==> src/hdl/adcs_defines.svh <==
// offsets, field positions, reset values and timing counts of the converter setup block
// assumes a 32-bit apb register bus and the 40 mhz pclk
`ifndef ADCS_DEFINES_SVH
`define ADCS_DEFINES_SVH

// ----------------------------------------------------------------
// register byte offsets
// ----------------------------------------------------------------
`define ADCS_ADDR_W        8
`define ADCS_OFF_SETUP     8'h00
`define ADCS_OFF_COMM      8'h04
`define ADCS_OFF_DATA      8'h08
`define ADCS_OFF_ZS_COEF   8'h0C
`define ADCS_OFF_FS_COEF   8'h10
`define ADCS_OFF_INT_STAT  8'h14
`define ADCS_OFF_INT_MASK  8'h18

// ----------------------------------------------------------------
// setup register fields
// ----------------------------------------------------------------
`define ADCS_SETUP_RESET   8'h01
`define ADCS_MODE_MSB      7
`define ADCS_MODE_LSB      6
`define ADCS_GAIN_MSB      5
`define ADCS_GAIN_LSB      3
`define ADCS_POL_BIT       2
`define ADCS_BUF_BIT       1
`define ADCS_FILTER_SYNC_HOLD_BIT     0

// ----------------------------------------------------------------
// communications, interrupt fields
// ----------------------------------------------------------------
`define ADCS_COMM_DATA_READY_N_BIT 7
`define ADCS_CHAN_HI_BIT   1
`define ADCS_CHAN_LO_BIT   0
`define ADCS_INT_WORD_BIT  0
`define ADCS_INT_CAL_BIT   1
`define ADCS_INT_W         2

// ----------------------------------------------------------------
// timing
// ----------------------------------------------------------------
`define ADCS_CLK_MHZ          40
`define ADCS_UPDATE_PERIOD_US 20000
`define ADCS_UPDATE_CYCLES    (`ADCS_UPDATE_PERIOD_US * `ADCS_CLK_MHZ)
`define ADCS_SETTLE_PERIODS   3

`endif

==> src/hdl/adcs_pkg.sv <==
// types shared by the converter setup block
// assumes adcs_defines.svh for all numeric constants
package adcs_pkg;

  // sequencer states
  typedef enum logic [2:0] {
    ST_HOLD,
    ST_SETTLE,
    ST_RUN,
    ST_SELF_ZS,
    ST_SELF_FS,
    ST_SYS_ZS,
    ST_SYS_FS
  } adcs_state_type;

  // operating mode field
  typedef enum logic [1:0] {
    MODE_NORMAL,
    MODE_SELF_CAL,
    MODE_ZS_SYS_CAL,
    MODE_FS_SYS_CAL
  } adcs_mode_type;

endpackage : adcs_pkg

==> src/hdl/adcs_coef_mem.sv <==
// calibration coefficient store: one zero-scale and one full-scale word per pair
// assumes a single writer; read data are registered one cycle after the address
`timescale 1ns/1ps
module adcs_coef_mem #(
  parameter int WIDTH = 24,
  parameter int DEPTH = 3
) (
  // clock and reset
  input  wire logic                     pclk,
  input  wire logic                     presetn,
  // write side
  input  wire logic [$clog2(DEPTH)-1:0] wr_addr,
  input  wire logic                     wr_zs_en,
  input  wire logic                     wr_fs_en,
  input  wire logic [WIDTH-1:0]         wr_data,
  // read side
  input  wire logic [$clog2(DEPTH)-1:0] rd_addr,
  output logic      [WIDTH-1:0]         rd_zs,
  output logic      [WIDTH-1:0]         rd_fs
);

  logic [WIDTH-1:0] zs_mem [DEPTH];
  logic [WIDTH-1:0] fs_mem [DEPTH];

  // array itself has no reset: contents are undefined until calibrated
  always_ff @(posedge pclk) begin
    if (wr_zs_en) begin
      zs_mem[wr_addr] <= wr_data;
    end
    if (wr_fs_en) begin
      fs_mem[wr_addr] <= wr_data;
    end
  end

  always_ff @(posedge pclk or negedge presetn) begin
    if (!presetn) begin
      rd_zs <= '0;
      rd_fs <= '0;
    end else begin
      rd_zs <= zs_mem[rd_addr];
      rd_fs <= fs_mem[rd_addr];
    end
  end

endmodule : adcs_coef_mem

==> src/hdl/adcs_setup_ctrl.sv <==
// converter setup, mode sequencing and calibration control behind an apb slave
// assumes filt_data is the settled filter output, sampled once per update period
// Summary of operation
// - mode field selects normal or three calibrations
// - normal mode converts continuously on selected channel
// - self-cal does zero then full step
// - calibration end clears mode field to normal
// - calibration raises data-ready, word lowers it
// - zero-scale system cal samples applied input
// - full-scale system cal samples applied input
// - gain is two to the gain code
// - polarity bit zero bipolar, one unipolar
// - buffer bit zero bypasses, one inserts buffer
// - filter sync holds filter, cal, modulator reset
// - first word three update periods after release
// - filter sync never raises data-ready
// - channel code picks input and coefficient pair
// - comm read top bit mirrors data-ready pin
`timescale 1ns/1ps
`include "adcs_defines.svh"
module adcs_setup_ctrl #(
  parameter int UPDATE_CYCLES = `ADCS_UPDATE_CYCLES,
  parameter int COEF_W        = 24,
  parameter int PAIRS         = 3
) (
  // clock and reset
  input  wire logic                     pclk,
  input  wire logic                     presetn,
  // apb slave
  input  wire logic                     psel,
  input  wire logic                     penable,
  input  wire logic                     pwrite,
  input  wire logic [`ADCS_ADDR_W-1:0]  paddr,
  input  wire logic [31:0]              pwdata,
  output logic      [31:0]              prdata,
  output logic                          pready,
  output logic                          pslverr,
  // filter output
  input  wire logic [COEF_W-1:0]        filt_data,
  // analog front end control
  output logic      [7:0]               front_end_amp,
  output logic                          bipolar_en,
  output logic                          buf_en,
  output logic      [1:0]               in_sel,
  output logic                          in_short,
  output logic                          cal_ref_en,
  output logic                          mod_reset,
  output logic      [$clog2(PAIRS)-1:0] coef_pair,
  // status
  output logic                          data_ready_n,
  output logic                          irq
);

  localparam int TW = $clog2(UPDATE_CYCLES + 1);
  localparam int PW = $clog2(PAIRS);
  localparam logic [1:0] SETTLE_LAST = 2'(`ADCS_SETTLE_PERIODS - 1);

  // ----------------------------------------------------------------
  // functions
  // ----------------------------------------------------------------
  function automatic logic [PW-1:0] pair_of(input logic [1:0] ch);
    case (ch)
      2'h1:    pair_of = PW'(1);
      2'h3:    pair_of = PW'(2);
      default: pair_of = PW'(0);
    endcase
  endfunction : pair_of

  function automatic adcs_pkg::adcs_state_type step_of(input logic [1:0] md);
    case (md)
      adcs_pkg::MODE_SELF_CAL:   step_of = adcs_pkg::ST_SELF_ZS;
      adcs_pkg::MODE_ZS_SYS_CAL: step_of = adcs_pkg::ST_SYS_ZS;
      adcs_pkg::MODE_FS_SYS_CAL: step_of = adcs_pkg::ST_SYS_FS;
      default:                   step_of = adcs_pkg::ST_SETTLE;
    endcase
  endfunction : step_of

  // ----------------------------------------------------------------
  // apb decode
  // ----------------------------------------------------------------
  logic                   setup_ph;
  logic                   acc_done;
  logic                   wr_en;
  logic                   rd_en;
  logic                   wr_setup;
  logic [1:0]             op_mode_sel;
  logic [2:0]             gain_code;
  logic                   unipolar;
  logic                   buf_ctl;
  logic                   filter_sync_hold;
  logic                   chan_sel_hi;
  logic                   chan_sel_lo;
  logic [15:0]            data_word;
  logic [`ADCS_INT_W-1:0] int_stat;
  logic [`ADCS_INT_W-1:0] int_mask;
  logic [COEF_W-1:0]      zs_rd;
  logic [COEF_W-1:0]      fs_rd;
  logic [31:0]            next_prdata;
  logic                   next_slverr;

  assign setup_ph = psel & ~penable;
  assign acc_done = psel & penable & pready;
  assign wr_en    = acc_done & pwrite;
  assign rd_en    = acc_done & ~pwrite;
  assign wr_setup = wr_en && (paddr == `ADCS_OFF_SETUP);

  // one wait-free access: answer is staged in the setup cycle
  always_ff @(posedge pclk or negedge presetn) begin
    if (!presetn) begin
      pready  <= 1'b0;
      prdata  <= 32'h0000_0000;
      pslverr <= 1'b0;
    end else begin
      pready  <= setup_ph;
      pslverr <= setup_ph & next_slverr;
      if (setup_ph) begin
        prdata <= next_prdata;
      end
    end
  end

  always_comb begin
    next_prdata = 32'h0000_0000;
    next_slverr = 1'b0;
    case (paddr)
      `ADCS_OFF_SETUP: begin
        next_prdata[7:0] = {op_mode_sel, gain_code, unipolar, buf_ctl, filter_sync_hold};
      end
      `ADCS_OFF_COMM: begin
        next_prdata[`ADCS_COMM_DATA_READY_N_BIT] = data_ready_n;
        next_prdata[1:0] = {chan_sel_hi, chan_sel_lo};
      end
      `ADCS_OFF_DATA:     next_prdata[15:0] = data_word;
      `ADCS_OFF_ZS_COEF:  next_prdata[COEF_W-1:0] = zs_rd;
      `ADCS_OFF_FS_COEF:  next_prdata[COEF_W-1:0] = fs_rd;
      `ADCS_OFF_INT_STAT: next_prdata[`ADCS_INT_W-1:0] = int_stat;
      `ADCS_OFF_INT_MASK: next_prdata[`ADCS_INT_W-1:0] = int_mask;
      default:            next_slverr = 1'b1;
    endcase
  end

  // ----------------------------------------------------------------
  // sequencer
  // ----------------------------------------------------------------
  adcs_pkg::adcs_state_type state;
  logic [TW-1:0]            tick_cnt;
  logic [1:0]               settle_cnt;
  logic                     tick;
  logic                     cal_start;
  logic                     cal_begin;
  logic                     in_cal;
  logic                     step_done;
  logic                     cal_done;
  logic                     word_load;
  logic                     data_read;
  logic [PW-1:0]            cal_pair;

  assign cal_start = wr_setup && (pwdata[`ADCS_MODE_MSB:`ADCS_MODE_LSB] != 2'h0);
  assign cal_begin = cal_start ||
                     (state == adcs_pkg::ST_HOLD && !filter_sync_hold && op_mode_sel != 2'h0);
  assign tick      = (tick_cnt == TW'(UPDATE_CYCLES - 1));
  assign in_cal    = (state == adcs_pkg::ST_SELF_ZS) || (state == adcs_pkg::ST_SELF_FS) ||
                     (state == adcs_pkg::ST_SYS_ZS)  || (state == adcs_pkg::ST_SYS_FS);
  assign step_done = in_cal && tick && (settle_cnt == SETTLE_LAST);
  assign cal_done  = step_done && (state != adcs_pkg::ST_SELF_ZS);
  assign word_load = tick && !filter_sync_hold &&
                     (state == adcs_pkg::ST_RUN ||
                      (state == adcs_pkg::ST_SETTLE && settle_cnt == SETTLE_LAST));
  assign data_read = rd_en && (paddr == `ADCS_OFF_DATA);

  // update-period timer restarts whenever the filter restarts
  always_ff @(posedge pclk or negedge presetn) begin
    if (!presetn) begin
      tick_cnt <= '0;
    end else if (filter_sync_hold || cal_start || tick) begin
      tick_cnt <= '0;
    end else begin
      tick_cnt <= tick_cnt + TW'(1);
    end
  end

  always_ff @(posedge pclk or negedge presetn) begin
    if (!presetn) begin
      state      <= adcs_pkg::ST_HOLD;
      settle_cnt <= 2'h0;
    end else if (filter_sync_hold) begin
      state      <= adcs_pkg::ST_HOLD;
      settle_cnt <= 2'h0;
    end else if (cal_start) begin
      state      <= step_of(pwdata[`ADCS_MODE_MSB:`ADCS_MODE_LSB]);
      settle_cnt <= 2'h0;
    end else begin
      case (state)
        adcs_pkg::ST_HOLD: begin
          state      <= step_of(op_mode_sel);
          settle_cnt <= 2'h0;
        end
        adcs_pkg::ST_SETTLE: begin
          if (tick) begin
            if (settle_cnt == SETTLE_LAST) begin
              state      <= adcs_pkg::ST_RUN;
              settle_cnt <= 2'h0;
            end else begin
              settle_cnt <= settle_cnt + 2'h1;
            end
          end
        end
        adcs_pkg::ST_RUN: begin
          state <= adcs_pkg::ST_RUN;
        end
        adcs_pkg::ST_SELF_ZS,
        adcs_pkg::ST_SELF_FS,
        adcs_pkg::ST_SYS_ZS,
        adcs_pkg::ST_SYS_FS: begin
          if (step_done) begin
            state <= (state == adcs_pkg::ST_SELF_ZS) ? adcs_pkg::ST_SELF_FS
                                                     : adcs_pkg::ST_SETTLE;
            settle_cnt <= 2'h0;
          end else if (tick) begin
            settle_cnt <= settle_cnt + 2'h1;
          end
        end
        default: begin
          state      <= adcs_pkg::ST_HOLD;
          settle_cnt <= 2'h0;
        end
      endcase
    end
  end

  // pair is frozen for the whole sequence so a channel change cannot split it
  always_ff @(posedge pclk or negedge presetn) begin
    if (!presetn) begin
      cal_pair <= '0;
    end else if (cal_begin) begin
      cal_pair <= pair_of({chan_sel_hi, chan_sel_lo});
    end
  end

  // ----------------------------------------------------------------
  // registers
  // ----------------------------------------------------------------
  always_ff @(posedge pclk or negedge presetn) begin
    if (!presetn) begin
      {op_mode_sel, gain_code, unipolar, buf_ctl, filter_sync_hold} <= `ADCS_SETUP_RESET;
    end else if (wr_setup) begin
      {op_mode_sel, gain_code, unipolar, buf_ctl, filter_sync_hold} <= pwdata[7:0];
    end else if (cal_done) begin
      op_mode_sel <= adcs_pkg::MODE_NORMAL;
    end
  end

  always_ff @(posedge pclk or negedge presetn) begin
    if (!presetn) begin
      {chan_sel_hi, chan_sel_lo} <= 2'h0;
    end else if (wr_en && paddr == `ADCS_OFF_COMM) begin
      chan_sel_hi <= pwdata[`ADCS_CHAN_HI_BIT];
      chan_sel_lo <= pwdata[`ADCS_CHAN_LO_BIT];
    end
  end

  always_ff @(posedge pclk or negedge presetn) begin
    if (!presetn) begin
      data_word <= 16'h0000;
    end else if (word_load) begin
      data_word <= filt_data[COEF_W-1 -: 16];
    end
  end

  // cal start beats a word landing the same cycle; filter sync never sets it
  always_ff @(posedge pclk or negedge presetn) begin
    if (!presetn) begin
      data_ready_n <= 1'b1;
    end else if (cal_begin) begin
      data_ready_n <= 1'b1;
    end else if (word_load) begin
      data_ready_n <= 1'b0;
    end else if (data_read) begin
      data_ready_n <= 1'b1;
    end
  end

  // ----------------------------------------------------------------
  // interrupts
  // ----------------------------------------------------------------
  logic [`ADCS_INT_W-1:0] int_set;

  assign int_set = {cal_done, word_load};

  always_ff @(posedge pclk or negedge presetn) begin
    if (!presetn) begin
      int_stat <= '0;
      int_mask <= '0;
      irq      <= 1'b0;
    end else begin
      if (wr_en && paddr == `ADCS_OFF_INT_STAT) begin
        int_stat <= (int_stat & ~pwdata[`ADCS_INT_W-1:0]) | int_set;
      end else begin
        int_stat <= int_stat | int_set;
      end
      if (wr_en && paddr == `ADCS_OFF_INT_MASK) begin
        int_mask <= pwdata[`ADCS_INT_W-1:0];
      end
      irq <= |(int_stat & int_mask);
    end
  end

  // ----------------------------------------------------------------
  // front end control
  // ----------------------------------------------------------------
  always_ff @(posedge pclk or negedge presetn) begin
    if (!presetn) begin
      front_end_amp <= 8'h01;
      bipolar_en    <= 1'b1;
      buf_en        <= 1'b0;
      in_sel        <= 2'h0;
      in_short      <= 1'b0;
      cal_ref_en    <= 1'b0;
      mod_reset     <= 1'b1;
      coef_pair     <= '0;
    end else begin
      front_end_amp <= 8'h01 << gain_code;
      bipolar_en    <= ~unipolar;
      buf_en        <= buf_ctl;
      in_sel        <= {chan_sel_hi, chan_sel_lo};
      in_short      <= (state == adcs_pkg::ST_SELF_ZS);
      cal_ref_en    <= (state == adcs_pkg::ST_SELF_FS);
      mod_reset     <= filter_sync_hold;
      coef_pair     <= in_cal ? cal_pair : pair_of({chan_sel_hi, chan_sel_lo});
    end
  end

  // ----------------------------------------------------------------
  // coefficient store
  // ----------------------------------------------------------------
  logic wr_zs_en;
  logic wr_fs_en;

  // system steps take whatever the input holds; the host must keep it steady
  assign wr_zs_en = step_done &&
                    (state == adcs_pkg::ST_SELF_ZS || state == adcs_pkg::ST_SYS_ZS);
  assign wr_fs_en = step_done &&
                    (state == adcs_pkg::ST_SELF_FS || state == adcs_pkg::ST_SYS_FS);

  adcs_coef_mem #(
    .WIDTH (COEF_W),
    .DEPTH (PAIRS)
  ) u_coef_mem (
    .pclk     (pclk),
    .presetn  (presetn),
    .wr_addr  (cal_pair),
    .wr_zs_en (wr_zs_en),
    .wr_fs_en (wr_fs_en),
    .wr_data  (filt_data),
    .rd_addr  (pair_of({chan_sel_hi, chan_sel_lo})),
    .rd_zs    (zs_rd),
    .rd_fs    (fs_rd)
  );

  // ----------------------------------------------------------------
  // assertions
  // ----------------------------------------------------------------
  property p_cal_data_ready_n;
    @(posedge pclk) disable iff (!presetn) cal_begin |=> data_ready_n;
  endproperty
  a_cal_data_ready_n: assert property (p_cal_data_ready_n) else $error("data ready not cleared at cal start");

  property p_data_ready_n_fall;
    @(posedge pclk) disable iff (!presetn) $fell(data_ready_n) |-> $past(word_load);
  endproperty
  a_data_ready_n_fall: assert property (p_data_ready_n_fall) else $error("data ready fell without a word");

  property p_no_sync_raise;
    @(posedge pclk) disable iff (!presetn)
      $rose(data_ready_n) |-> ($past(cal_begin) || $past(data_read));
  endproperty
  a_no_sync_raise: assert property (p_no_sync_raise) else $error("data ready raised by sync");

  property p_mode_clear;
    @(posedge pclk) disable iff (!presetn)
      (cal_done && !wr_setup && !filter_sync_hold)
        |=> (op_mode_sel == 2'h0) && (state == adcs_pkg::ST_SETTLE);
  endproperty
  a_mode_clear: assert property (p_mode_clear) else $error("mode not back to normal");

  property p_sync_hold;
    @(posedge pclk) disable iff (!presetn)
      filter_sync_hold |=> (state == adcs_pkg::ST_HOLD) && !word_load && mod_reset;
  endproperty
  a_sync_hold: assert property (p_sync_hold) else $error("sync did not hold filter");

  property p_gain;
    @(posedge pclk) disable iff (!presetn)
      ##1 (front_end_amp == (8'h01 << $past(gain_code)));
  endproperty
  a_gain: assert property (p_gain) else $error("gain decode wrong");

  property p_start;
    @(posedge pclk) disable iff (!presetn)
      (cal_start && !filter_sync_hold) |=> in_cal && (settle_cnt == 2'h0);
  endproperty
  a_start: assert property (p_start) else $error("calibration did not start");

  property p_comm_bit;
    @(posedge pclk) disable iff (!presetn)
      (setup_ph && paddr == `ADCS_OFF_COMM) |=> prdata[`ADCS_COMM_DATA_READY_N_BIT] == $past(data_ready_n);
  endproperty
  a_comm_bit: assert property (p_comm_bit) else $error("comm top bit differs from pin");

  property p_self_order;
    @(posedge pclk) disable iff (!presetn)
      (step_done && state == adcs_pkg::ST_SELF_ZS && !cal_start && !filter_sync_hold)
        |=> state == adcs_pkg::ST_SELF_FS ##1 cal_ref_en;
  endproperty
  a_self_order: assert property (p_self_order) else $error("self cal skipped full step");

  property p_polarity;
    @(posedge pclk) disable iff (!presetn) ##1 (bipolar_en == !$past(unipolar));
  endproperty
  a_polarity: assert property (p_polarity) else $error("polarity decode wrong");

endmodule : adcs_setup_ctrl

==> config.mk <==
export PLATFORM = sky130hd
export DESIGN_NAME = adcs_setup_ctrl
export DESIGN_NICKNAME = d
export VERILOG_FILES = /design/src/hdl/adcs_pkg.sv /design/src/hdl/adcs_coef_mem.sv /design/src/hdl/adcs_setup_ctrl.sv
export VERILOG_INCLUDE_DIRS = /design/src /design/src/hdl
export SDC_FILE = /design/constraint.sdc
export NUM_CORES = 1
export LEC_CHECK = 0
export BUFFER_PORTS_ARGS = -buffer_cell sky130_fd_sc_hd__buf_2
export CORE_UTILIZATION = 65
export CTS_BUF_LIST = sky130_fd_sc_hd__clkbuf_4
export DETAILED_ROUTE_END_ITERATION = 8
export PLACE_DENSITY_LB_ADDON = 0.1
export SYNTH_ARGS = -nofsm -noshare
export SYNTH_HDL_FRONTEND = slang
export SYNTH_SLANG_ARGS = --single-unit
==> constraint.sdc <==
create_clock -name pclk -period 8.1 [get_ports pclk]
set_input_delay 0.405 -clock pclk [delete_from_list [all_inputs] [get_ports pclk]]
set_output_delay 0.405 -clock pclk [all_outputs]
set_load 0.005 [all_outputs]
==> Yosys cells after proc, flatten, opt, wreduce, memory -nomap -nowiden <==
Memories as Yosys holds them, arrays and structs flattened. A register that Yosys moved wholly into a read port is not among the register bits.
Cells that the tools add are included.
Widths: inputs -> output; s select.
{ "op_classes": {"addsub": 2, "eq_ne": 28, "n_shift": 1, "muxes": 35, "bitwise_logic": 14, "reduce_logical": 39} }
{ "op_table": {"columns": ["operator", "count"], "rows": [
  ["$eq 8x5->1 const B", 3],
  ["$pmux 8 s3", 1],
  ["$add 20x1->20 const B", 1],
  ["$eq 20x20->1 const B", 1],
  ["$mux 2", 10],
  ["$mux 20", 1],
  ["$pmux 5 s4", 1],
  ["$mux 3", 6],
  ["$pmux 3 s3", 2],
  ["$eq 8x4->1 const B", 2],
  ["$logic_and 1x1->1", 16],
  ["$pmux 8 s2", 1],
  ["$pmux 2 s7", 1],
  ["$eq 2x2->1 const B", 6],
  ["$ne 4x4->1 const B", 3],
  ["$pmux 3 s4", 1],
  ["$eq 3x3->1 const B", 3],
  ["$logic_or 1x1->1", 9],
  ["$eq 8x3->1 const B", 1],
  ["$logic_not 8->1", 1],
  ["$mux 1", 8],
  ["$shl 1x3->8 const A", 1],
  ["$reduce_or 7->1", 1],
  ["$and 1x1->1", 6],
  ["other kinds (21)", 33]
]} }
{ "totals": {"ff_bits": 102, "ram_bits": 144, "in_bits": 69, "output_inout_bits": 53, "mem_count": 2} }
{ "memory_table": {"columns": ["memory", "depth", "word_bits", "read_ports", "rd_ports_with_merged_regs", "write_ports", "line_no", "source"], "rows": [
  ["u_coef_mem.fs_mem", 3, 24, 1, 1, 1, "adcs_coef_mem.sv:23", "logic [WIDTH-1:0] fs_mem [DEPTH];"],
  ["u_coef_mem.zs_mem", 3, 24, 1, 1, 1, "adcs_coef_mem.sv:22", "logic [WIDTH-1:0] zs_mem [DEPTH];"]
]} }

==> Depth between registers and ports, before layout <==
Gate-level depths: netlist of run 1.
{ "depth": {"word_depth": 10, "ltp_mapped": 7, "mapped_depth_nobuf": 6} }

==> Cells and area by module <==
From an unflattened synthesis of run 1, not the netlist that was laid out.
{ "unflattened": {"cells_unflattened": 818, "hier_area_um2": 11487.3} }
{ "modules_own_cells": {"columns": ["mod", "instances", "cells_per_inst", "area_per_inst_um2", "seq_area_each_um2"], "rows": [
  ["adcs_coef_mem", 1, 358, 6613.8, 5525.3],
  ["adcs_setup_ctrl", 1, 460, 4873.4, 2558.7]
]} }

==> Worst setup path after synthesis of run 1 <==
Ideal clock, no wire load.
{ "synth_timing": {"kind": "reg2reg", "startpoint": "register tick_cnt[17]", "endpoint": "memory u_coef_mem.fs_mem[0][0] (enable)", "arrival_ps": 4032, "required_time_ps": 7634, "slack_ps": 3603, "path_stages_with_launch": 5, "path_buffers": 0, "path_cell_list": "dfrtp_1 > or4b_2 > nor4_1 > nand3_1 > nor4_1"} }
{ "synth_via": {"elab_chain_cells": 6} }
{ "synth_rtl": {"columns": ["element", "line_no", "source"], "rows": [
  ["from (decl)", "adcs_setup_ctrl.sv:146", "logic [TW-1:0] tick_cnt;"],
  ["from (signal assigned)", "adcs_setup_ctrl.sv:178", "tick_cnt <= tick_cnt + TW'(1);"],
  ["$eq 20x20->1", "adcs_setup_ctrl.sv:161", "assign tick = (tick_cnt == TW'(UPDATE_CYCLES - 1));"],
  ["$logic_and 1x1->1 (2 in a row)", "adcs_setup_ctrl.sv:164", "assign step_done = in_cal && tick && (settle_cnt == SETTLE_LAST);"],
  ["$logic_and 1x1->1", "adcs_setup_ctrl.sv:342", "assign wr_fs_en = step_done &&"],
  ["$mux 1", "adcs_coef_mem.sv:30", "if (wr_fs_en) begin"],
  ["$mux 1 (not written as such)", "adcs_coef_mem.sv:31", "fs_mem[wr_addr] <= wr_data;"],
  ["to (decl)", "adcs_coef_mem.sv:23", null]
]} }
Every way passes these cells.

==> Worst setup path after layout of run 1 <==
{ "layout_timing": {"startpoint": "register tick_cnt[14]", "endpoint": "memory u_coef_mem.zs_mem[1][7] (enable)"} }
{ "layout_via": {"elab_chain_cells": 6} }
{ "layout_rtl": {"columns": ["element", "line_no", "source"], "rows": [
  ["$eq 20x20->1", "adcs_setup_ctrl.sv:161", null],
  ["$logic_and 1x1->1 (2 in a row)", "adcs_setup_ctrl.sv:164", null],
  ["$logic_and 1x1->1", "adcs_setup_ctrl.sv:340", "assign wr_zs_en = step_done &&"],
  ["$mux 1", "adcs_coef_mem.sv:27", "if (wr_zs_en) begin"],
  ["$mux 1 (not written as such)", "adcs_coef_mem.sv:28", "zs_mem[wr_addr] <= wr_data;"],
  ["to (decl)", "adcs_coef_mem.sv:22", null]
]} }
Every way passes these cells.

==> results of run 1 <==
layout make-up:
class                           instances  area, um2
Antenna cell                            1      2.502
Clock buffer                          108      810.8
Clock inverter                         26      161.4
Fill cell                            1040       3836
Inverter                                9      33.78
Multi-Input combinational cell        472       3107
Sequential cell                       294       8087
Tap cell                              225      281.5
Timing Repair Buffer                  133      857.1
synthesized netlist by cell type, drive strengths merged (10+ instances only):
cell	n
nor3	14
edfxtp	144
buf	16
o21ai	15
xnor2	13
a222oi	13
a21oi	56
mux2	31
clkbuf	32
dfrtp	145
and3	10
mux2i	53
nor2	107
a221oi	11
nand2	42
nand3	17
critical path, cell delays in order, from the launching register on:
cell	delay (ps)
dfrtp_1	440
or4b_2	650
nor4_1	540
and2_1	230
nand4_1	310
nor2_4	820
metrics by stage:
stage               utilization [%]  hold slack (ps)  std cells  worst slack, ps  instance area [um2]
floorplan                         -            109.4        823             3603                11400
global placement              70.24            413.9       1103             4780                12070
detailed placement            70.24            430.0       1103             4749                12070
CTS                           77.65            19.81       1267             4700                13340
global route                  77.67            42.19       1268             4537                13340
finish                        77.67            41.60       1268             4687                13340
power breakdown:
part / internal [mW] / switching, mW
combinational: 0.0303 / 0.0513
sequential: 1.58 / 0.00489
clock: 0.680 / 0.576
total: 2.29 / 0.632
logic make-up after synthesis:
family / Yosys count
DFF: 294
other: 1
muxes: 84
AOI/OAI and AO/OA: 117
xor gates and xnor gates: 19
and+or+nand+nor: 243
adders and majority gates: 1
buffers and inverters: 57
per-layer routing:
layer  track usage [%]  vias up
li1                  -     3375
met1             36.46     3640
met2             46.60      309
met5                 0        -
met3             6.689       69
met4             14.61        0
worst paths after layout:
kind | to | depth (start not counted) | startpoint
min | op_mode_sel[0] | 3 | pwdata[6]
min reg2reg | buf_en | 0 | buf_ctl
min in group asynchronous | tick_cnt[13] | 2 | presetn
max | u_coef_mem.zs_mem[1][7] | 5 | tick_cnt[14]
max reg2reg | u_coef_mem.zs_mem[1][7] | 5 | tick_cnt[14]
max in group asynchronous | u_coef_mem.rd_fs[7] | 3 | presetn
flip-flops by register name, summed over array words and instances (netlist names), 3 cells and up:
signal             count
u_coef_mem.fs_mem     72
u_coef_mem.zs_mem     72
prdata                24
u_coef_mem.rd_fs      24
u_coef_mem.rd_zs      24
tick_cnt              20
data_word             16
front_end_amp          8
gain_code              3
state                  3
what timing repair did:
action                                 in CTS  in global routing
hold buffers                               30                  0
setup buffers                               0                  0
endpoints found under the hold margin     234                  0
==> impl_metrics.csv, run 1 <==
group,metric,value,unit
floorplan,dieArea,18030,um2
cts,cts.sinks,294,
synth,synthSimpleGateAreaFrac,10.44,%
drt,dr.pass1.iters,6,
synth,ys_warn_count,0,
timing,rsz0062_at_grt,"no",
finish,drive_above_1_share,26.20,%
synth,synth-xor-area-share,1.463,%
drt,drt-met1-wl,9810,um
floorplan,core.rowCount,48,
synth,synth_area_leaders,"edfxtp_1 38%, dfrtp_1 32%, mux2i_1 4.7%, nor2_1 3.5%, a21oi_1 2.5%",
drt,vias_per_cell,5.830,
cts,cts_root_buf,"clkbuf_4",
drt,wl_met3,1747,um
grt,grt_antenna_before_repair,1,
grt,grt_pass1_wl,38420,um
timing,final-hold-violation-count,0,
timing,finClkSkew,56.31,ps
drt,num_vias,7393,
synth,synth_top_area_share,38.02,%
synth,syn_area_per_cell,13.94,um2
grt,grt-ovfl-total,0,
timing,setup_viol,0,
floorplan,ios,122,
timing,slew_headroom,21.59,%
timing,worst_slew_pin_slew,1176,ps
grt,grt_max_degree,101,
drt,wl_per_cell,19.29,um
worst_setup_path,reg2reg_slack,4690,ps
finish,nets,1053,
power_and_ir_drop,ir_drop,0.1744,mV
worst_setup_path,worstSetupEndpointType,"register",
job,maxCapViolations,0,
timing,fin_tns_setup,0,ps
synth,muxShareOfSynthArea,7.997,%
finish,layout_common_cells,"144 x edfxtp_1, 143 x dfrtp_1, 108 x clkbuf_4",
cts,cts_made_buffers,73,
floorplan,dieWidth,134.3,um
floorplan,core-area,17180,um2
synth,synth_top_family_by_area,"simple AND/OR/NAND/NOR gates",
floorplan,die_h,134.3,um
power_and_ir_drop,finalPower,2.919,mW
outcome,status,"complete, no violations",
synth,synth_ff_type,"dfrtp_1",
synth,ys_ff_latch,294,
worst_setup_path,worstSetupStartpointType,"register",
synth,synth_cell_type_count,57,
drt,met2_wirelength,12150,um
synth,synth-compound-area-share,6.677,%
timing,finalCritPeriodShare,42.13,%
floorplan,start_util,66.22,%
cts,path_clk_slew,60,ps
synth,synthArstFlopShare,51.02,%
worst_setup_path,cp.arrival,3680,ps
finish,layout_commonest_cell,"edfxtp_1",
cts,htree_levels,3,
grt,grt_pass1_vias,7477,
power_and_ir_drop,powerDensity,218.8,nW/um2
cts,clockBufferDepth,3,
grt,grt_usage,28.68,%
drt,topRoutingLayerUsed,"met4",
place,place_congestion,0.9227,
synth,yosys.area_share.adder,0.1100,%
synth,ys_seq_area_share,71.07,%
cts,clk_latency,700,ps
timing,period_minus_slack,3413,ps
drt,first_iter_violations,580,
synth,synth.cell_area,11370,um2
hold_path,hp-class,"in2reg",
timing,timing.final.max_slew_violations,0,
power_and_ir_drop,total_leakage_power,5.418,nW
synth,synth_cells,816,
place,dp_hpwl,14900,um
timing,clock.fmax,293.0,MHz
synth,yosys.area.top_type,"edfxtp_1",
cts,cts_tree,"yes",
drt,routed_wl,24460,um
worst_setup_path,crit_fanout,24,
finish,syn2layout_area_growth,17.28,%
worst_setup_path,worstPathRequired,8370,ps
synth,synth-edff-count,144,
drt,ant_nets,0,
drt,drc,0,
worst_setup_path,path_class,"reg2reg",
cts,ctsResizeCount,0,
place,io_buffer_count,89,
Power figures use the tool's default switching activity.
==> run 2: changes to the inputs <==
--- a/config.mk
+++ b/config.mk
@@ -7,7 +7,7 @@
 export NUM_CORES = 1
 export LEC_CHECK = 0
 export BUFFER_PORTS_ARGS = -buffer_cell sky130_fd_sc_hd__buf_2
-export CORE_UTILIZATION = 65
+export CORE_UTILIZATION = 55
 export CTS_BUF_LIST = sky130_fd_sc_hd__clkbuf_4
 export DETAILED_ROUTE_END_ITERATION = 8
 export PLACE_DENSITY_LB_ADDON = 0.1
==> constraint.sdc (replaced) <==
create_clock -name pclk -period 2.9 [get_ports pclk]
set_input_delay 0.145 -clock pclk [delete_from_list [all_inputs] [get_ports pclk]]
set_output_delay 0.145 -clock pclk [all_outputs]
set_load 0.005 [all_outputs]
==> run 2 against run 1 <==
  * First-iteration DRC count decreased by 19%
  * Critical path depth increased by 1
  * Utilization decreased by 9.6 points
  * Worst setup slack got worse by 4600 ps
  * Sequential cell count unchanged
  * Sequential power increased to 2.8 times the previous value
  * Design area increased by 3.3%
  * Clock-buffer cell count increased by 14
  * Clock skew increased by 2.6 ps
  * Cell count increased by 5.9%
  * Maximum frequency increased by 20%
  * Hold slack improved by 31 ps
  * Critical endpoint is now u_coef_mem.zs_mem[0][22]
  * Largest power group unchanged
==> impl_metrics.csv, run 2 (synthesized netlist as in run 1, its figures left out) <==
group,metric,value,unit
cts,clk_latency,680,ps
timing,clock.fmax,352.2,MHz
worst_setup_path,path_delay_family,"simple AND/OR/NAND/NOR gates",
timing,period_minus_slack,2840,ps
timing,whs,72.39,ps
grt,grt_max_degree,101,
worst_setup_path,cp.arrival,3160,ps
finish,multiInputGateArea,3139,um2
job,maxCapViolations,0,
finish,seqCellArea,8087,um2
power_and_ir_drop,ir_drop,0.3905,mV
cts,post-cts-setup-buffer-count,0,
outcome,status,"complete, no violations",
drt,vias_per_cell,5.518,
floorplan,start_util,56.21,%
timing,rsz0062_at_grt,"no",
grt,grt_pass1_vias,7805,
worst_setup_path,reg2reg_slack,60,ps
hold_path,hp-class,"in2reg",
floorplan,ios,122,
timing,finalCritPeriodShare,97.92,%
floorplan,core-area,20230,um2
place,placed_cells,1160,
cts,htree_levels,3,
timing,final-hold-violation-count,0,
finish,fin_util,68.09,%
grt,grt_usage,25.78,%
finish,top_regs,"u_coef_mem.fs_mem x72, u_coef_mem.zs_mem x72",
cts,cts_made_buffers,77,
power_and_ir_drop,powerDensity,600.0,nW/um2
worst_setup_path,worstSetupStartpointType,"register",
finish,layout_commonest_cell,"edfxtp_1",
finish,fin_cells,1343,
finish,layout_common_cells,"144 x edfxtp_1, 143 x dfrtp_1, 122 x clkbuf_4",
cts,clockBufferDepth,3,
timing,slew_headroom,27.26,%
drt,drc,0,
finish,syn2layout_area_growth,21.12,%
drt,first_iter_violations,467,
place,io_buffer_count,89,
finish,n_antenna_cell,0,
worst_setup_path,cp.buffers_inverters,1,
floorplan,dieWidth,145.8,um
worst_setup_path,crit_fanout,14,
drt,ant_nets,0,
cts,cts_root_buf,"clkbuf_4",
worst_setup_path,path_cells,"or4b_2, nor4_4, and2_1, nand4_1, nor2_2, buf_6",
timing,worst_slew_pin_slew,1091,ps
floorplan,dieArea,21260,um2
worst_setup_path,worstPathRequired,3220,ps
finish,design_area,13780,um2
grt,grt-ovfl-total,0,
timing,timing.final.max_slew_violations,0,
power_and_ir_drop,total_leakage_power,5.583,nW
timing,finClkSkew,58.92,ps
place,dp_slack,56.44,ps
worst_setup_path,critPathSlowestCell,"or4b_2",
worst_setup_path,cp_slowest_stage_delay,720,ps
cts,path_clk_slew,70,ps
drt,routed_wl,25940,um
cts,cts_tree,"yes",
grt,grt_antenna_before_repair,0,
grt,grt_pass1_wl,41730,um
floorplan,die_h,145.8,um
place,place_area,12310,um2
cts,cts.sinks,294,
finish,nFillCells,1483,
place,place_congestion,0.8810,
finish,nets,1084,
drt,dr.pass1.iters,5,
drt,num_vias,7411,
worst_setup_path,path_class,"reg2reg",
timing,setup_viol,0,
worst_setup_path,worstSetupEndpointType,"register",
finish,drive_above_1_share,27.68,%
floorplan,core.rowCount,52,
drt,wl_per_cell,19.31,um
place,dp_hpwl,16030,um
timing,finalWorstSetupSlack,60.32,ps
==> run 2: metal layers <==
metal  wire length, um  vias up  GRT usage, %
li1                  -     3437             -
met1             10920     3669         34.17
met2             12660      249         41.75
met3              1726       56         5.737
met4               626        0         10.11
met5                 0        -             0
==> run 2: timing repair <==
action | 4_1_cts | 5_1_grt
setup endpoints to repair | 0 | 31
resized for setup | 0 | 3
hold buffers | 45 | 0
endpoints found under the hold margin | 256 | 0
==> run 2: path summary, 6_finish.rpt <==
| path | start | end | depth (start not counted) |
|---|---|---|---|
| worst max-delay path | tick_cnt[17] | u_coef_mem.zs_mem[0][22] | 6 |
| worst min-delay path | paddr[5] | tick_cnt[2] | 4 |
| worst max register to register | tick_cnt[17] | u_coef_mem.zs_mem[0][22] | 6 |
| worst min register to register | buf_ctl | buf_en | 0 |
| max in group asynchronous | presetn | filter_sync_hold | 3 |
| min in group asynchronous | presetn | tick_cnt[9] | 2 |
==> run 2: area by class of cell <==
class                      instances  share of cell area (%)
clock buffer                     122                   6.648
clock inverter                    16                  0.6721
inverter                           9                  0.2452
multi-input combinational        472                   22.79
sequential                       294                   58.70
tap                              270                   2.452
timing repair buffer             160                   8.501
==> run 2: worst min-delay path, cell delays in order <==
cell and delay, ps:
buf_2 120, or4_1 210, o41ai_1 130, nor2_1 110
==> run 2: where the power goes <==
part           leakage (nW)  switching, mW  internal (mW)
logic                  1.75          0.154         0.0999
clock network         0.605           1.60           1.99
registers              3.23         0.0156           4.40
total                  5.58           1.77           6.50
==> run 2: stage by stage <==
step	TNS (ps)	power, mW
2_1_floorplan	-22040	4.560
3_3_place_gp	0	4.701
3_5_place_dp	0	4.712
4_1_cts	0	8.363
5_1_grt	0	8.605
6_report	0	8.266
==> run 3: changes to the inputs <==
--- a/config.mk
+++ b/config.mk
@@ -7,6 +7,7 @@
 export NUM_CORES = 1
 export LEC_CHECK = 0
 export BUFFER_PORTS_ARGS = -buffer_cell sky130_fd_sc_hd__buf_2
+export CORE_ASPECT_RATIO = 0.75
 export CORE_UTILIZATION = 55
 export CTS_BUF_LIST = sky130_fd_sc_hd__clkbuf_4
 export DETAILED_ROUTE_END_ITERATION = 8
==> run 3 against run 2 <==
  * Critical path depth stayed put
  * Design area is 0.33% lower
  * Critical endpoint is now u_coef_mem.zs_mem[1][5]
  * Clock power is 4% lower
  * Routed wire length is 1.5% higher
  * Largest cell class unchanged
  * Sequential share of layout area is 0.19 points higher
==> impl_metrics.csv, run 3 (synthesized netlist as in run 1, its figures left out) <==
group,metric,value,unit
outcome,status,"complete, no violations",
timing,timing.final.max_slew_violations,0,
hold_path,hp-class,"in2async",
place,io_buffer_count,89,
grt,grt_antenna_before_repair,1,
timing,worst_slew_pin_slew,1023,ps
grt,grt_pass1_wl,41830,um
grt,grt_usage,26.09,%
worst_setup_path,reg2reg_slack,110,ps
finish,drive_above_1_share,26.86,%
worst_setup_path,worstPathRequired,3230,ps
floorplan,core.rowCount,45,
worst_setup_path,reg2reg_depth,6,
finish,multiInputGateArea,3139,um2
grt,grt_pass1_vias,7536,
worst_setup_path,path_class,"reg2reg",
power_and_ir_drop,total_leakage_power,5.571,nW
cts,clockBufferDepth,3,
finish,seqCellArea,8087,um2
worst_setup_path,worstSetupEndpointType,"register",
drt,dr.pass1.iters,5,
timing,rsz0062_at_grt,"no",
floorplan,die_h,126.5,um
power_and_ir_drop,powerDensity,589.4,nW/um2
floorplan,core-area,20270,um2
job,maxCapViolations,0,
finish,top_regs,"u_coef_mem.fs_mem x72, u_coef_mem.zs_mem x72",
cts,cts_tree,"yes",
timing,setup_viol,0,
timing,whs,72.88,ps
cts,cts_root_buf,"clkbuf_4",
grt,grt_use_met3,6.240,%
floorplan,ios,122,
floorplan,dieArea,21270,um2
timing,slew_headroom,31.81,%
drt,wl_per_cell,19.70,um
cts,clk_latency,680,ps
worst_setup_path,r2r_start,"tick_cnt[17]",
finish,layout_commonest_cell,"edfxtp_1",
cts,cts.sinks,294,
timing,finClkSkew,46.38,ps
finish,nFillCells,1476,
drt,routed_wl,26320,um
grt,grt-ovfl-total,0,
finish,nets,1086,
drt,ant_nets,0,
grt,grt_max_degree,101,
timing,final-hold-violation-count,0,
grt,met2_usage,38.16,%
drt,first_iter_violations,667,
timing,finalWorstSetupSlack,110.2,ps
place,dp_hpwl,16500,um
finish,layout_common_cells,"144 x edfxtp_1, 143 x dfrtp_1, 108 x clkbuf_4",
place,dp_slack,120.7,ps
floorplan,start_util,56.12,%
finish,syn2layout_area_growth,20.72,%
worst_setup_path,cp.arrival,3120,ps
timing,clock.fmax,358.4,MHz
cts,path_clk_slew,70,ps
place,place_congestion,0.8259,
cts,post-cts-setup-buffer-count,0,
cts,cts_made_buffers,73,
worst_setup_path,critical_path.endpoint,"u_coef_mem.zs_mem[1][5]",
cts,htree_levels,3,
timing,finalCritPeriodShare,96.20,%
drt,vias_per_cell,5.619,
grt,busiest_layer,"met1",
timing,period_minus_slack,2790,ps
worst_setup_path,worstSetupStartpointType,"register",
floorplan,dieWidth,168.1,um
grt,globalRouteMet1Util,38.67,%
worst_setup_path,cp-startpoint,"tick_cnt[17]",
drt,drc,0,
drt,num_vias,7507,
power_and_ir_drop,ir_drop,0.4099,mV
worst_setup_path,crit_fanout,14,
worst_setup_path,r2r-end,"u_coef_mem.zs_mem[1][5]",
## run 3: cell count changes in the layout (fill, tap and decap cells not counted), sizes merged
cell / previous run / this run
clkinv: 13 / 21
inv: 10 / 13
clkbuf: 122 / 108
buf: 115 / 120
dlygate4sd3: 45 / 46
diode: 0 / 2
## run 3: cell type report
class,count,share of cell area (%)
Inverter,9,0.2460
Tap cell,258,2.351
Antenna cell,2,0.03645
Sequential cell,294,58.89
Clock inverter,27,0.9567
Multi-Input combinational cell,472,22.86
Clock buffer,108,5.904
Timing Repair Buffer,166,8.756
## run 3: timing repair
action	CTS	global route
gates resized for setup	0	2
hold endpoints to repair	257	0
hold buffers	46	0
setup endpoints to repair	0	21
## run 3: metrics by stage
step	TNS, ps	utilization (%)	cells	power [mW]	instance area, um2
3_5_place_dp	0	60.77	1153	4.707	12320
3_3_place_gp	0	60.77	1153	4.697	12320
6_report	0	67.75	1336	8.094	13730
4_1_cts	0	67.69	1334	8.175	13720
2_1_floorplan	-22040	-	823	4.560	11470
5_1_grt	0	67.75	1336	8.430	13730
## run 3: layer usage
metal	part of all wire, %	vias up
li1	-	3436
met1	47	3705
met2	44	330
met3	7.9	36
met4	1.5	0
met5	0	-
## run 3: how the worst min path moves through the flow
| stage | start | to | slack, ps |
|---|---|---|---|
| detailed placement | presetn | front_end_amp[7] | 230 |
| floorplan | presetn | buf_ctl | -150 |
| global route | paddr[7] | prdata[1] | 70 |
| CTS | paddr[5] | prdata[1] | 6 |
| global placement | presetn | cal_ref_en | 220 |
| finish | presetn | front_end_amp[2] | 70 |
## run 3: power breakdown
part / total [mW] / internal (mW) / leakage (nW) / switching (mW)
logic: 0.252 / 0.101 / 1.78 / 0.152
registers: 4.42 / 4.40 / 3.23 / 0.0145
clock network: 3.43 / 1.81 / 0.561 / 1.62
total: 8.09 / 6.31 / 5.57 / 1.78
## run 3: worst max-delay path, cell delays in order, from the launching register on
cell	delay, ps
dfrtp_1	440
or4b_2	740
nor4_4	330
and2_1	190
nand4_1	240
nor2_2	230
buf_4	270
